===== src/isr_pkg.sv =====
//------------------------------------------------------------
// Status reporting package
//------------------------------------------------------------
// Purpose: shared constants and types of the status reporting block
// Assumes: 8-bit status byte, 8-bit standard-event latch
// Notes:   bit positions, reset values and command codes live here
package isr_pkg;

	//------------------------------------------------------------
	// Status byte bit positions
	//------------------------------------------------------------
	localparam int STB_RAMPDOWN = 1;
	localparam int STB_QUENCH   = 2;
	localparam int STB_SER_MAV  = 3;
	localparam int STB_ESB      = 5;
	localparam int STB_RQS      = 6;

	//------------------------------------------------------------
	// Standard-event bit positions
	//------------------------------------------------------------
	localparam int ESR_OPC   = 0;
	localparam int ESR_QUERY = 2;
	localparam int ESR_DEV   = 3;
	localparam int ESR_EXEC  = 4;
	localparam int ESR_CMD   = 5;
	localparam int ESR_PON   = 7;

	//------------------------------------------------------------
	// Reset values and fixed masks
	//------------------------------------------------------------
	localparam logic [7:0] ESR_RESET    = 8'h80;
	localparam logic [7:0] ESR_USED     = 8'hbd;
	localparam logic [7:0] STB_USED     = 8'h6e;
	localparam logic [7:0] MASK_RESET   = 8'h00;
	localparam logic       PSC_RESET    = 1'b1;
	localparam logic [7:0] ASCII_ZERO   = 8'h30;
	localparam logic [7:0] ASCII_CR     = 8'h0d;
	localparam logic [7:0] ASCII_LF     = 8'h0a;
	localparam logic [7:0] OPC_REPLY    = 8'h01;
	localparam int         SYNC_STAGES  = 3;
	localparam int         REPLY_MAX    = 5;

	//------------------------------------------------------------
	// Commands handed over by the command queue
	//------------------------------------------------------------
	typedef enum logic [3:0] {
		ISR_CMD_STB_Q = 4'h0,
		ISR_CMD_SRE_W = 4'h1,
		ISR_CMD_SRE_Q = 4'h2,
		ISR_CMD_CLS   = 4'h3,
		ISR_CMD_ESR_Q = 4'h4,
		ISR_CMD_ESE_W = 4'h5,
		ISR_CMD_ESE_Q = 4'h6,
		ISR_CMD_PSC_W = 4'h7,
		ISR_CMD_PSC_Q = 4'h8,
		ISR_CMD_OPC   = 4'h9,
		ISR_CMD_OPC_Q = 4'ha
	} isr_cmd_t;

	typedef enum logic [1:0] {
		ISR_RP_INIT = 2'b00,
		ISR_RP_IDLE = 2'b01,
		ISR_RP_SEND = 2'b11
	} isr_rp_state_t;

endpackage : isr_pkg


===== src/isr_dec_fmt.sv =====
//------------------------------------------------------------
// Decimal formatter
//------------------------------------------------------------
// Purpose: turn an 8-bit value into left-aligned ASCII decimal digits
// Assumes: value 0..255, no leading zeros, at least one digit
// Notes:   purely combinational, constant divisors only
`timescale 1ns/1ns
module isr_dec_fmt
	import isr_pkg::*;
(
	input  wire logic [7:0] value,
	output logic      [7:0] char0,
	output logic      [7:0] char1,
	output logic      [7:0] char2,
	output logic      [1:0] ndig
);

	logic [7:0] hund;
	logic [7:0] tens;
	logic [7:0] ones;

	always_comb begin
		hund = value / 8'd100;
		tens = (value / 8'd10) % 8'd10;
		ones = value % 8'd10;
		if (hund != 8'h00) begin
			char0 = ASCII_ZERO + hund;
			char1 = ASCII_ZERO + tens;
			char2 = ASCII_ZERO + ones;
			ndig  = 2'h3;
		end else if (tens != 8'h00) begin
			char0 = ASCII_ZERO + tens;
			char1 = ASCII_ZERO + ones;
			char2 = ASCII_ZERO;
			ndig  = 2'h2;
		end else begin
			char0 = ASCII_ZERO + ones;
			char1 = ASCII_ZERO;
			char2 = ASCII_ZERO;
			ndig  = 2'h1;
		end
	end

endmodule : isr_dec_fmt


===== src/isr_status.sv =====
//------------------------------------------------------------
// Instrument status reporting
//------------------------------------------------------------
// Purpose: status byte, standard-event latch, enable masks, replies
// Assumes: commands arrive in queue order, one per accepted handshake
// Notes:   nrst is the power cycle; masks survive it through nv_* ports while nv_psc is clear
//
// Behaviour
// - Condition bits 1,3 follow live state, read-only
// - Event bit latches once, repeats ignored
// - Event bit holds until query or clear
// - Queries reply with decimal weighted sum
// - Masks writable, readable, untouched by clear-status
// - Serial message bit 3 follows unread data
// - Message bit clears once buffer drained
// - Clearing events recomputes summary bit 5
// - Bit 1 is rampdown; 0,4,7 read zero
// - Bit 2 latches quench until cleared
// - Bit 5 set by any enabled event
// - Bit 6 set by any enabled status bit
// - Status byte clears; event read clears bit5
// - Status query in order, bit 6 kept
// - Masks clear on zero; power-up per setting
// - Event latch clears on clear, read, power
// - Bit 0 on operation complete; 1,6 zero
// - Bits 2,3 latch query, device errors
// - Bits 4,5 latch execution, command errors
// - Bit 7 set at power-up until cleared
// - Completion query replies 1 plus CR LF
`timescale 1ns/1ns
module isr_status
	import isr_pkg::*;
(
	input  wire logic       core_clk,
	input  wire logic       nrst,
	// Command queue side
	input  wire logic       cmd_valid,
	output logic            cmd_ready,
	input  wire isr_cmd_t   cmd_op,
	input  wire logic [7:0] cmd_arg,
	input  wire logic       cmd_src,
	// Reply bytes towards the output buffers
	output logic            rep_valid,
	input  wire logic       rep_ready,
	output logic      [7:0] rep_data,
	output logic            rep_dst,
	output logic            rep_last,
	// Error reporting, one-cycle pulses from the parser
	input  wire logic       err_command,
	input  wire logic       err_execution,
	input  wire logic       err_query,
	input  wire logic       err_device,
	// Instrument conditions
	input  wire logic       quench_pin,
	input  wire logic       rampdown_pin,
	input  wire logic       quench_clear,
	input  wire logic       serial_unread,
	// Non-volatile settings
	input  wire logic       nv_psc,
	input  wire logic [7:0] nv_sre,
	input  wire logic [7:0] nv_ese,
	output logic            psc_store,
	output logic      [7:0] sre_store,
	output logic      [7:0] ese_store,
	// Observation
	output logic      [7:0] standard_event_latch,
	output logic            quench_flag
);

	//------------------------------------------------------------
	// Pin synchronisers
	//------------------------------------------------------------
	logic [1:0] pin_raw;
	logic [1:0] pin_live;

	assign pin_raw = {rampdown_pin, quench_pin};

	genvar gi;
	generate
		for (gi = 0; gi < 2; gi++) begin : g_sync
			logic [SYNC_STAGES-1:0] stage;
			logic                   level;

			always_ff @(posedge core_clk or negedge nrst) begin
				if (!nrst) begin
					stage <= '0;
				end else begin
					stage <= {stage[SYNC_STAGES-2:0], pin_raw[gi]};
				end
			end

			// Only the last two stages vote; the first is metastable
			always_ff @(posedge core_clk or negedge nrst) begin
				if (!nrst) begin
					level <= 1'b0;
				end else if (stage[1] == stage[2]) begin
					level <= stage[2];
				end
			end

			assign pin_live[gi] = level;
		end
	endgenerate

	//------------------------------------------------------------
	// Command decode
	//------------------------------------------------------------
	isr_rp_state_t rp_state;
	logic          cmd_take;
	logic          do_cls;
	logic          do_esr_read;

	assign cmd_ready   = (rp_state == ISR_RP_IDLE);
	assign cmd_take    = cmd_valid && cmd_ready;
	assign do_cls      = cmd_take && (cmd_op == ISR_CMD_CLS);
	assign do_esr_read = cmd_take && (cmd_op == ISR_CMD_ESR_Q);

	//------------------------------------------------------------
	// Quench latch
	//------------------------------------------------------------
	// A fresh detection wins over a clear in the same cycle
	always_ff @(posedge core_clk or negedge nrst) begin
		if (!nrst) begin
			quench_flag <= 1'b0;
		end else if (pin_live[0]) begin
			quench_flag <= 1'b1;
		end else if (quench_clear) begin
			quench_flag <= 1'b0;
		end
	end

	//------------------------------------------------------------
	// Standard-event latch
	//------------------------------------------------------------
	logic [7:0] esr_set;
	logic [7:0] next_esr;

	always_comb begin
		esr_set            = 8'h00;
		esr_set[ESR_OPC]   = cmd_take && (cmd_op == ISR_CMD_OPC);
		esr_set[ESR_QUERY] = err_query;
		esr_set[ESR_DEV]   = err_device;
		esr_set[ESR_EXEC]  = err_execution;
		esr_set[ESR_CMD]   = err_command;
		// Events in the clearing cycle survive the clear
		if (do_cls || do_esr_read) begin
			next_esr = esr_set & ESR_USED;
		end else begin
			next_esr = (standard_event_latch | esr_set) & ESR_USED;
		end
	end

	// Power cycle leaves only the power-on bit
	always_ff @(posedge core_clk or negedge nrst) begin
		if (!nrst) begin
			standard_event_latch <= ESR_RESET;
		end else begin
			standard_event_latch <= next_esr;
		end
	end

	//------------------------------------------------------------
	// Enable masks and power-on clear setting
	//------------------------------------------------------------
	logic pwr_init;

	always_ff @(posedge core_clk or negedge nrst) begin
		if (!nrst) begin
			pwr_init <= 1'b1;
		end else begin
			pwr_init <= 1'b0;
		end
	end

	// Masks are reloaded from storage, or cleared if nv_psc is set, one cycle after release
	always_ff @(posedge core_clk or negedge nrst) begin
		if (!nrst) begin
			psc_store <= PSC_RESET;
		end else if (pwr_init) begin
			psc_store <= nv_psc;
		end else if (cmd_take && (cmd_op == ISR_CMD_PSC_W)) begin
			psc_store <= (cmd_arg != 8'h00);
		end
	end

	always_ff @(posedge core_clk or negedge nrst) begin
		if (!nrst) begin
			sre_store <= MASK_RESET;
		end else if (pwr_init) begin
			sre_store <= nv_psc ? MASK_RESET : (nv_sre & STB_USED);
		end else if (cmd_take && (cmd_op == ISR_CMD_SRE_W)) begin
			sre_store <= cmd_arg & STB_USED;
		end
	end

	always_ff @(posedge core_clk or negedge nrst) begin
		if (!nrst) begin
			ese_store <= MASK_RESET;
		end else if (pwr_init) begin
			ese_store <= nv_psc ? MASK_RESET : (nv_ese & ESR_USED);
		end else if (cmd_take && (cmd_op == ISR_CMD_ESE_W)) begin
			ese_store <= cmd_arg & ESR_USED;
		end
	end

	//------------------------------------------------------------
	// Status byte
	//------------------------------------------------------------
	// Live from conditions and registers, so no stale summary can be read
	logic [7:0] stb_low;
	logic [7:0] status_summary_byte;

	always_comb begin
		stb_low               = 8'h00;
		stb_low[STB_RAMPDOWN] = pin_live[1];
		stb_low[STB_QUENCH]   = quench_flag;
		stb_low[STB_SER_MAV]  = serial_unread;
		stb_low[STB_ESB]      = |(standard_event_latch & ese_store);
		status_summary_byte   = stb_low;
		status_summary_byte[STB_RQS] = |(stb_low & sre_store);
		status_summary_byte   = status_summary_byte & STB_USED;
	end

	//------------------------------------------------------------
	// Reply value selection and formatting
	//------------------------------------------------------------
	logic       is_query;
	logic [7:0] query_value;
	logic [7:0] fmt_c0;
	logic [7:0] fmt_c1;
	logic [7:0] fmt_c2;
	logic [1:0] fmt_n;

	always_comb begin
		is_query    = 1'b1;
		query_value = 8'h00;
		case (cmd_op)
			ISR_CMD_STB_Q: query_value = status_summary_byte;
			ISR_CMD_SRE_Q: query_value = sre_store;
			ISR_CMD_ESR_Q: query_value = standard_event_latch;
			ISR_CMD_ESE_Q: query_value = ese_store;
			ISR_CMD_PSC_Q: query_value = {7'h00, psc_store};
			ISR_CMD_OPC_Q: query_value = OPC_REPLY;
			default:       is_query    = 1'b0;
		endcase
	end

	isr_dec_fmt u_fmt (
		.value (query_value),
		.char0 (fmt_c0),
		.char1 (fmt_c1),
		.char2 (fmt_c2),
		.ndig  (fmt_n)
	);

	//------------------------------------------------------------
	// Reply sender
	//------------------------------------------------------------
	logic [7:0] rep_buf [REPLY_MAX];
	logic [2:0] rep_len;
	logic [2:0] rep_idx;

	// The reply is frozen at accept time, so later events cannot tear it
	always_ff @(posedge core_clk or negedge nrst) begin
		if (!nrst) begin
			for (int i = 0; i < REPLY_MAX; i++) begin
				rep_buf[i] <= 8'h00;
			end
			rep_len <= 3'h0;
			rep_dst <= 1'b0;
		end else if (cmd_take && is_query) begin
			rep_buf[0] <= fmt_c0;
			rep_buf[1] <= (fmt_n == 2'h1) ? ASCII_CR : fmt_c1;
			rep_buf[2] <= (fmt_n == 2'h1) ? ASCII_LF : (fmt_n == 2'h2) ? ASCII_CR : fmt_c2;
			rep_buf[3] <= (fmt_n == 2'h2) ? ASCII_LF : ASCII_CR;
			rep_buf[4] <= ASCII_LF;
			rep_len    <= {1'b0, fmt_n} + 3'h2;
			rep_dst    <= cmd_src;
		end
	end

	always_ff @(posedge core_clk or negedge nrst) begin
		if (!nrst) begin
			rp_state <= ISR_RP_INIT;
		end else begin
			case (rp_state)
				ISR_RP_INIT: rp_state <= ISR_RP_IDLE;
				ISR_RP_IDLE: begin
					if (cmd_take && is_query) begin
						rp_state <= ISR_RP_SEND;
					end
				end
				ISR_RP_SEND: begin
					if (rep_ready && (rep_idx == rep_len - 3'h1)) begin
						rp_state <= ISR_RP_IDLE;
					end
				end
				default: rp_state <= ISR_RP_IDLE;
			endcase
		end
	end

	always_ff @(posedge core_clk or negedge nrst) begin
		if (!nrst) begin
			rep_idx <= 3'h0;
		end else if (rp_state != ISR_RP_SEND) begin
			rep_idx <= 3'h0;
		end else if (rep_ready) begin
			rep_idx <= rep_idx + 3'h1;
		end
	end

	assign rep_valid = (rp_state == ISR_RP_SEND);
	assign rep_data  = rep_buf[rep_idx];
	assign rep_last  = rep_valid && (rep_idx == rep_len - 3'h1);

endmodule : isr_status


===== config.mk =====
export PLATFORM = sky130hd
export DESIGN_NAME = isr_status
export DESIGN_NICKNAME = d
export VERILOG_FILES = /design/src/isr_pkg.sv /design/src/isr_dec_fmt.sv /design/src/isr_status.sv
export SDC_FILE = /design/constraint.sdc
export NUM_CORES = 1
export LEC_CHECK = 0
export BUFFER_PORTS_ARGS = -buffer_cell sky130_fd_sc_hd__buf_2
export CAP_MARGIN = 40
export CELL_PAD_IN_SITES_DETAIL_PLACEMENT = 1
export CELL_PAD_IN_SITES_GLOBAL_PLACEMENT = 1
export CORE_ASPECT_RATIO = 1.2
export CORE_MARGIN = 2
export CORE_UTILIZATION = 42
export CTS_BUF_LIST = sky130_fd_sc_hd__clkbuf_8 sky130_fd_sc_hd__clkbuf_16
export DETAILED_ROUTE_END_ITERATION = 12
export PLACE_DENSITY_LB_ADDON = 0.1
export SLEW_MARGIN = 20
export SYNTH_ARGS = -nofsm -noshare
export SYNTH_HDL_FRONTEND = slang
export SYNTH_SLANG_ARGS = --single-unit

===== constraint.sdc =====
create_clock -name core_clk -period 7.45 [get_ports core_clk]
set_clock_uncertainty 0.1 [all_clocks]
set_input_delay 0.3725 -clock core_clk [delete_from_list [all_inputs] [get_ports core_clk]]
set_output_delay 0.3725 -clock core_clk [all_outputs]
set_load 0.05 [all_outputs]

==> results by group, run 1 <==
Run status
  – Status: completed

Drt
  – Iteration count of the initial detailed-routing pass: 4
  – Vias/cell: 5.80
  – Routed WL: between 10000 and 15000 um
  – Post-route ant nets: 0
  – WL per Instance: ~18 um
  – Residual DRC: 0
  – Drt first-iter violations: 149
  – Via count: 3708

STA
  – Slew headroom: 49.3%
  – Max-slew violations: 0
  – Final Cycle Share: between 70% and 80%
  – Highest clock rate: between 150 and 200 MHz
  – Setup violators final: 0
  – RSZ-0062 raised after global routing: false
  – Setup_tns: 0 ns
  – Slew @ Worst Pin: ~0.76 ns
  – Final Hold Viols: 0
  – Final Critical Period: approximately 5.5 ns

Floorplan
  – Ports: 80
  – Starting Density: between 40% and 50%
  – Standard-cell row count: 39
  – Die width: roughly 95 um
  – Die area: 10700 sq um
  – Die Ht: 113 um
  – Core area: about 9600 sq um

Synthesis
  – Mean Syn Cell Area: around 9 sq um
  – Synth area leaders: dfrtp_1 36%, a21oi_1 4.3%, nand2_1 4.1%
  – Netlist cell types: 79
  – Ys flop type: dfrtp_1
  – Most frequent cell after synthesis: dfrtp_1
  – Cell Area, Synth: approximately 4100 sq um
  – Flops & latches, synth: between 60 and 70
  – Synth Instances: 452
  – Post-synthesis async set-or-reset flop share: 100%
  – Number of synthesis warnings: 0
  – Post-synth top area share: 36.2%
  – Area leader, netlist: dfrtp_1
  – Sequential share of the synthesized area: 38.1%
  – EDFF count, synth: 0
  – Most common library cells after synthesis: 60 x dfrtp_1, 45 x nand2_1, 39 x nor2_1

Flow run
  – Number of max-cap violations: 0

Clock tree
  – Post-CTS resize count: 0
  – Worst-skew pair later-pin latency: 0.33 ns
  – TritonCTS clock tree: done
  – CTS Buf Count: 9
  – CTS Hold Bufs: 0
  – Num Clock Sinks: between 60 and 70
  – Post-CTS setup buffers: 0
  – H-tree Lvls: 3
  – Root buf cell: clkbuf_16
  – Max clock buf depth: 2
  – Reg clk slew, reported paths: 0.06 ns

Final layout
  – Number of diodes: 0
  – Final core occ: between 50% and 60%
  – Finished Layout Cells: about 640
  – Syn-to-layout area delta: 18.5%
  – Layout cells sized above 1: roughly 22%
  – Nets: ~560

Setup path
  – Reg2Reg Capture Point: rep_buf[18]
  – WP data required: 7.56 ns
  – Crit path launch type: primary input
  – Setup CP Type: primary input to flop
  – Worst r2r path cells: 15
  – RR Startpoint: standard_event_latch[0]
  – Crit. End Element: flop
  – Worst EP arrival: about 5.6 ns
  – Worst reg2reg setup slack: roughly 2.1 ns
  – Crit Path Max Fanout: 13

Pwr
  – Maximum vdd drop: 0.109 mV
  – Pwr dens: about 260 nW/um^2
  – Total chip power: roughly 1300 uW
  – Pleak: roughly 0.0021 uW

Place
  – GPL Wtd Cong: 0.860
  – Port Buffers: 67
  – Placed cells: 620
  – Detail Placement HPWL: 8750 um

Hold path
  – Worst Hold Class: primary input to flop
  – Worst Hold Endpoint: g_sync[0].stage[0]
  – WHS Path Cells: 1
  – Hold_sp: quench_pin

Global routing
  – Global route hottest layer: met2
  – M1 GR Usage: between 20% and 30%
  – Grt total ovfl: 0
  – GR Util met2: slightly above 40%
  – M3 GR Usage: under 10%
  – Number of global-route vias before repair: 3926
  – GRT Util Overall: a little under a quarter
  – First-pass GRT wire length: 19800 um
  – Largest net degree at the start of global routing: 64
  – Initial antenna violation count: 0
power by group:
| group | switching, uW | internal (uW) |
|---|---|---|
| Combinational | 234 | 122 |
| Clock | 170 | 332 |
| Sequential | 36.5 | 393 |
placed cells by master, fill, tap and decap left out, types with 7 or more instances in the layout:
cell	instances
buf_2	67
dfrtp_1	60
nand2_1	45
nor2_1	39
a21oi_1	36
o21ai_0	23
nor2b_1	15
inv_1	12
mux2i_1	12
nor3_1	11
ha_1	10
conb_1	10
a21o_1	9
clkbuf_16	9
xnor2_1	8
a31oi_1	7
o211ai_1	7
worst max-delay path, cell delays in order:
cell	delay (ns)
buf_2	0.18
or3_1	0.49
a211oi_1	0.55
or2_1	0.38
nor3_1	0.11
a31oi_1	0.33
ha_1	0.24
o211ai_1	0.08
a21oi_1	0.44
nor2_1	0.18
ha_1	0.35
a21oi_1	0.24
a2bb2oi_1	0.10
nor3b_1	0.54
a41o_1	0.60
nor2_2	0.11
a221o_1	0.28
cell type report:
| class | instances | area (sq um) |
|---|---|---|
| Fill cell | 1150 | 4650 |
| Multi-Input combinational cell | 351 | 2360 |
| Timing Repair Buffer | 74 | 425 |
| Sequential cell | 63 | 1580 |
| Clock buffer | 9 | 225 |
| Inverter | 12 | 45.0 |
| Tap cell | 123 | 154 |
| Clock inverter | 7 | 128 |
cell families after synthesis:
family / Yosys count / share of synthesized area (%)
simple gates: 151 / 18.1
compound gates: 150 / 26.7
flops: 63 / 38.1
buf+inv: 46 / 5.76
mux: 19 / 5.79
fa+ha+maj: 12 / 3.50
xor+xnor: 9 / 1.90
other cells: 2 / 0.181
worst max-delay path by stage:
stage / slack, ns / end / startpoint / depth (start not counted)
after floorplan: 2.91 / rep_buf[18] / standard_event_latch[0] / 18
after global placement: 1.90 / rep_buf[18] / cmd_op[3] / 17
after detailed placement: 1.72 / rep_buf[25] / cmd_op[3] / 17
after global routing: 1.68 / rep_buf[25] / cmd_op[3] / 17
final: 1.97 / rep_buf[18] / cmd_op[3] / 17
after CTS: 2.03 / rep_buf[25] / cmd_op[3] / 17
registers in the layout (all words and copies together) (netlist names):
register / flops
sre_store: 5
rep_idx: 3
rp_state: 2
quench_flag: 1
rep_dst: 1
standard_event_latch: 6
psc_store: 1
rep_buf: 27
g_sync.level: 2
g_sync.stage: 6
rep_len: 2
pwr_init: 1
ese_store: 6
metal layers:
layer	wire length (um)	part of all wire [%]
met3	500	4.3
met1	4950	42
met5	0	0
met2	6050	51
met4	264	2.2
metrics by stage:
stage	cell area (sq um)	setup slack, ns	hold slack (ns)
6_report	4920	1.97	0.0464
5_1_grt	4920	1.68	0.0379
4_1_cts	4860	2.03	0.0404
3_5_place_dp	4510	1.72	0.241
3_3_place_gp	4500	1.90	0.234
2_1_floorplan	4180	2.91	-0.0231
Power figures use the tool's default switching activity.
==> run 2: changes to the inputs <==
- clock period: 7.45 -> 5.4 ns (I/O delays scaled with it)
==> run 2 against run 1 <==
Global-route usage grew 0.16 points. Register-to-register slack lost 1.4 ns. Routed wire length grew 1.1%. Critical path depth shrank 2. Hold slack lost 0.036 ns. Non-clock buffer count grew 7. Sequential power grew 38%.
==> results by group, run 2 (same netlist as run 1, synthesis figures left out) <==
Floorplan
  – Standard-cell row count: 39 (unchanged)
  – Die width: 94.7 um (unchanged)
  – Die area: 10700 sq um (unchanged)
  – Core area: 9560 sq um (unchanged)
  – Die Ht: 113 um (unchanged)
  – Starting Density: 43.4% (unchanged)
  – Ports: 80 (unchanged)

Drt
  – Iteration count of the initial detailed-routing pass: 4 (unchanged)
  – Routed WL: 11900 um (+1.1%)
  – Residual DRC: 0 (unchanged)
  – Via count: 3750 (+1.1%)
  – WL per Instance: 18.4 um (about the same)
  – Drt first-iter violations: 143 (-4.0%)
  – Post-route ant nets: 0 (unchanged)
  – Vias/cell: 5.80 (about the same)

Final layout
  – Max reg flops: 27 (unchanged)
  – Most frequent cells in the layout: 67 x buf_2, 60 x dfrtp_1, 45 x nand2_1
  – Number of diodes: 0 (unchanged)
  – Syn-to-layout area delta: 19.9%
  – Layout filler cell count: 1151 (+0.087%)
  – Nets: 570 (+1.2%)
  – Finished Layout Cells: 646 (+1.1%)
  – Layout cells sized above 1: 23.1% (+0.66 points)
  – Commonest non-fill, non-tap cell in the layout: buf_2
  – Largest register by flop count: rep_buf
  – Final instance area: 4970 sq um (+1.2%)

Pwr
  – Switching part of the total: 33.9% (-0.28 points)
  – Maximum vdd drop: 0.163 mV (+50%)
  – Clock share of power: 38.8% (-0.2 points)
  – Psw: 602 uW (+37%)
  – Pwr dens: 357 nW/um^2 (+36%)
  – Pleak: 0.00215 uW (+1.6%)
  – Reg power frac: 33.3% (about the same)
  – Combinational share of power: 27.9% (+0.2 points)
  – Internal: 1170 uW (+38%)

STA
  – RSZ-0062 raised after global routing: false
  – Fin Hold WS: 0.0108 ns (-0.0356 ns)
  – Setup violators final: 0 (unchanged)
  – Max-slew violations: 0 (unchanged)
  – Final Hold Viols: 0 (unchanged)
  – Highest clock rate: around 220 MHz
  – Slew @ Worst Pin: 0.779 ns (+0.0188 ns)
  – Final Cycle Share: between 80% and 90%
  – Final Critical Period: 4.63 ns
  – Slew headroom: 48.0% (-1.3 points)
  – Setup_tns: 0 ns (unchanged)

Place
  – GPL Wtd Cong: 0.862 (+0.26%)
  – Port Buffers: 67 (unchanged)
  – Placed inst area: 4550 sq um (+0.83%)
  – Detail Placement HPWL: 8840 um (+1.1%)
  – Placed cells: 625 (+0.81%)

Global routing
  – Largest net degree at the start of global routing: 64 (unchanged)
  – Initial antenna violation count: 0 (unchanged)
  – First-pass GRT wire length: 19900 um (+0.56%)
  – Number of global-route vias before repair: 3942 (+0.41%)
  – GRT Util Overall: 23.5% (+0.16 points)
  – Grt total ovfl: 0 (unchanged)

Clock tree
  – Worst-skew pair later-pin latency: 0.33 ns (about the same)
  – TritonCTS clock tree: done
  – Post-CTS resize count: 0 (unchanged)
  – Root buf cell: clkbuf_16
  – CTS Buf Count: 9 (unchanged)
  – H-tree Lvls: 3 (unchanged)
  – Max clock buf depth: 2 (unchanged)
  – Reg clk slew, reported paths: 0.06 ns (about the same)
  – Num Clock Sinks: 63 (unchanged)

Setup path
  – CP max-delay cell: or3_1
  – Worst stage delay on the critical path: 0.58 ns (-0.02 ns)
  – Crit path launch type: flop
  – Critical path cell sequence: a22oi_1, a31oi_1, or3_1, a21oi_2, ha_1, o211ai_1, a21oi_1, nor2_1, ha_1, a21oi_1, a2bb2oi_1, nor3b_1, a41o_1, nor2_2, a221o_1
  – WP data required: 5.52 ns (-2.04 ns)
  – Crit path buf inv count: 0 (-1)
  – Delay-heaviest family, CP: compound AO/OA/AOI/OAI gates
  – Setup CP Type: flop to flop
  – Worst EP arrival: 4.75 ns (-0.84 ns)
  – Crit Path Max Fanout: 10 (-3)
  – Crit. End Element: flop

Flow run
  – Number of max-cap violations: 0 (unchanged)

Run status
  – Status: completed

Hold path
  – Worst Hold Class: primary input to flop
run 2: changes by cell type in the layout (fill, tap and decap cells not counted):
cell,previous run,this run
buf_4,3,8
dlygate4sd3_1,1,3
run 2: stage by stage:
step / power, uW / util, % / setup WS (ns)
after CTS: 1780 / 51.5 / 0.768
after global routing: 1870 / 52.0 / 0.486
final: 1770 / 52.0 / 0.768
after global placement: 1070 / 47.4 / 0.665
after detailed placement: 1090 / 47.6 / 0.544
after floorplan: 965 / - / 0.860
run 2: timing repair:
| item | 4_1_cts | 5_1_grt |
|---|---|---|
| hold buffers | 2 | 1 |
| setup buffers | 0 | 0 |
| endpoints found under the hold margin | 2 | 47 |
run 2: power groups by stage:
stage	Clock (uW)	Combinational (uW)	Sequential (uW)
6_report	688	495	590
5_1_grt	723	545	600
4_1_cts	699	495	590
3_5_place_dp	0	489	598
3_3_place_gp	0	476	596
2_1_floorplan	0	340	626
run 2: worst paths after layout:
| kind | startpoint | end | slack [ns] | cells after the start |
|---|---|---|---|---|
| max | standard_event_latch[0] | rep_buf[18] | 0.77 | 15 |
| min | err_query | standard_event_latch[2] | 0.01 | 2 |
| max reg2reg | standard_event_latch[0] | rep_buf[18] | 0.77 | 15 |
| min reg2reg | g_sync[1].stage[0] | g_sync[1].stage[1] | 0.25 | 0 |
| max in group asynchronous | nrst | standard_event_latch[7] | 4.40 | 4 |
| min in group asynchronous | nrst | rep_buf[30] | 0.26 | 3 |
run 2: cell type report:
| class | instances | area, sq um | share of cell area, % |
|---|---|---|---|
| sequential | 63 | 1580 | 31.8 |
| clock inverter | 7 | 128 | 2.57 |
| timing repair buffer | 81 | 483 | 9.71 |
| inverter | 12 | 45.0 | 0.906 |
| clock buffer | 9 | 225 | 4.53 |
| multi-input combinational | 351 | 2360 | 47.4 |
| tap | 123 | 154 | 3.09 |
run 2: metal layers:
metal	vias up	routed length (um)	track usage, %	share of wire (%)
met5	-	0	0	0
met4	0	189	5.99	1.6
met3	16	517	4.73	4.3
met2	99	6320	42.2	53
met1	1842	4870	28.3	41
li1	1793	-	-	-
==> run 3: changes to the inputs <==
- BUFFER_PORTS_ARGS: -buffer_cell sky130_fd_sc_hd__buf_2 -> unset
- DONT_BUFFER_PORTS: unset -> 1
==> run 3 against run 2 <==
Non-clock buffer count fell by 49. Power fell by 6.4%. Register-to-register slack got worse by 0.15 ns. Final area fell by 4.2%. Maximum frequency fell by 3.1%.
==> results by group, run 3 (same netlist as run 1, synthesis figures left out) <==
Run status
  – Status: completed

Drt
  – Routed WL: 11500 um (-3.1%)
  – Vias/cell: 5.93 (+2.1%)
  – Post-route ant nets: 0 (unchanged)
  – WL per Instance: 19.3 um (+4.9%)
  – Via count: 3539 (-5.6%)
  – Drt first-iter violations: 101 (-29%)
  – Residual DRC: 0 (unchanged)
  – Iteration count of the initial detailed-routing pass: 4 (unchanged)

Clock tree
  – CTS Buf Count: 9 (unchanged)
  – H-tree Lvls: 3 (unchanged)
  – TritonCTS clock tree: done
  – Num Clock Sinks: 63 (unchanged)
  – Reg clk slew, reported paths: 0.06 ns (about the same)
  – Root buf cell: clkbuf_16
  – Max clock buf depth: 2 (unchanged)
  – Worst-skew pair later-pin latency: 0.33 ns (about the same)

Setup path
  – Worst stage delay on the critical path: 0.70 ns (+0.12 ns)
  – Setup CP Type: flop to flop
  – RR Startpoint: sre_store[3]
  – Critical path cell sequence: a222oi_1, a211oi_1, or2_1, nor3_1, a31oi_1, ha_1, o211ai_1, a21oi_1, nor2_1, ha_1, a21oi_1, a2bb2oi_1, nor3b_1, a41o_2, nor2_2, a221o_1
  – Worst EP arrival: 4.89 ns (+0.14 ns)
  – WP data required: 5.51 ns (about the same)
  – Delay-heaviest family, CP: compound AO/OA/AOI/OAI gates
  – Crit Path Max Fanout: 10 (unchanged)
  – Crit path buf inv count: 0 (unchanged)
  – Crit path launch type: flop
  – Crit. End Element: flop
  – CP max-delay cell: dfrtp_1
  – Critical Path Start: sre_store[3]

Floorplan
  – Core area: 9560 sq um (unchanged)
  – Standard-cell row count: 39 (unchanged)
  – Die area: 10700 sq um (unchanged)
  – Ports: 80 (unchanged)
  – Die width: 94.7 um (unchanged)
  – Die Ht: 113 um (unchanged)
  – Starting Density: 43.4% (unchanged)

Final layout
  – Most frequent cells in the layout: 60 x dfrtp_1, 45 x nand2_1, 39 x nor2_1
  – Largest register by flop count: rep_buf
  – Commonest non-fill, non-tap cell in the layout: dfrtp_1
  – Seq. cell area: 1580 sq um (unchanged)
  – Nets: 521 (-8.6%)
  – Number of diodes: 0 (unchanged)
  – Final core occ: 49.8% (-2.2 points)
  – Layout filler cell count: 1109 (-3.6%)
  – Layout cells sized above 1: 13.9% (-9.2 points)
  – Syn-to-layout area delta: 14.9%
  – Multi-input gate area: 2370 sq um (+0.64%)
  – Max reg flops: 27 (unchanged)

STA
  – RSZ-0062 raised after global routing: false
  – Max-slew violations: 0 (unchanged)
  – Slew headroom: 40.3% (-7.8 points)
  – Highest clock rate: 209 MHz (-3.1%)
  – Setup violators final: 0 (unchanged)
  – Final Hold Viols: 0 (unchanged)
  – Final Critical Period: 4.78 ns (+0.147 ns)
  – Setup_tns: 0 ns (unchanged)
  – Final Cycle Share: 88.5% (+2.7 points)
  – Slew @ Worst Pin: 0.898 ns (+0.119 ns)

Global routing
  – Number of global-route vias before repair: 3862 (-2.0%)
  – First-pass GRT wire length: 19300 um (-3.0%)
  – GR Util met2: 40.1% (-2.1 points)
  – Initial antenna violation count: 0 (unchanged)
  – Grt total ovfl: 0 (unchanged)
  – Largest net degree at the start of global routing: 64 (unchanged)
  – Global route hottest layer: met2
  – GRT Util Overall: 23.2% (-0.30 points)
  – M3 GR Usage: 4.86% (+0.13 points)
  – M1 GR Usage: 27.1% (-1.2 points)

Pwr
  – Maximum vdd drop: 0.156 mV (-4.2%)
  – Pwr dens: 348 nW/um^2 (-2.4%)
  – Pleak: 0.00192 uW (-10%)

Place
  – Port Buffers: 0 (-100%)
  – GPL Wtd Cong: 0.835 (-3.1%)
  – Detail Placement HPWL: 8580 um (-3.0%)

Hold path
  – Worst Hold Class: primary input to flop
  – Hold_sp: rep_ready

Flow run
  – Number of max-cap violations: 0 (unchanged)
run 3: per-stage QoR:
| step | total power [uW] | cell area, sq um | hold WS, ns | instances | setup WS [ns] |
|---|---|---|---|---|---|
| after floorplan | 965 | 4180 | -0.126 | 460 | 0.860 |
| after global placement | 1030 | 4260 | -0.124 | 563 | 0.546 |
| after detailed placement | 1060 | 4310 | -0.124 | 568 | 0.495 |
| after CTS | 1670 | 4760 | 0.000384 | 597 | 0.477 |
| after global routing | 1750 | 4770 | 0.0383 | 597 | 0.0989 |
| final | 1660 | 4770 | 0.0168 | 597 | 0.621 |
run 3: area by class of cell:
cell class	count	share of cell area [%]
multi-input combinational	351	49.8
sequential	63	33.2
clock buffer	10	5.01
clock inverter	6	1.44
inverter	12	0.945
tap	123	3.23
timing repair buffer	32	6.41
run 3: path summary, 6_finish.rpt:
kind / cells after the start / slack (ns) / end
setup / recovery: 16 / 0.62 / rep_buf[18]
hold / removal: 2 / 0.02 / rp_state[1]
setup reg to reg: 16 / 0.62 / rep_buf[18]
hold reg to reg: 0 / 0.25 / g_sync[0].stage[1]
max in group asynchronous: 2 / 4.48 / standard_event_latch[7]
min in group asynchronous: 2 / 0.40 / rep_buf[25]
run 3: routing by layer:
| layer | share of wire [%] | vias to the layer above |
|---|---|---|
| li1 | - | 1688 |
| met1 | 41 | 1728 |
| met2 | 51 | 99 |
| met3 | 4.7 | 24 |
| met4 | 2.9 | 0 |
| met5 | 0 | - |
run 3: report_power, final:
| part | switching, uW | internal (uW) |
|---|---|---|
| Combinational | 278 | 165 |
| Clock | 221 | 371 |
| Sequential | 83.7 | 541 |
| Total | 583 | 1080 |
run 3: repair_timing:
| item | in CTS | in global routing |
|---|---|---|
| endpoints found under the hold margin | 74 | 0 |
| setup endpoints to repair | 0 | 2 |
| gates resized for setup | 0 | 1 |
| buffers inserted | 0 | 0 |
| hold buffers | 13 | 0 |
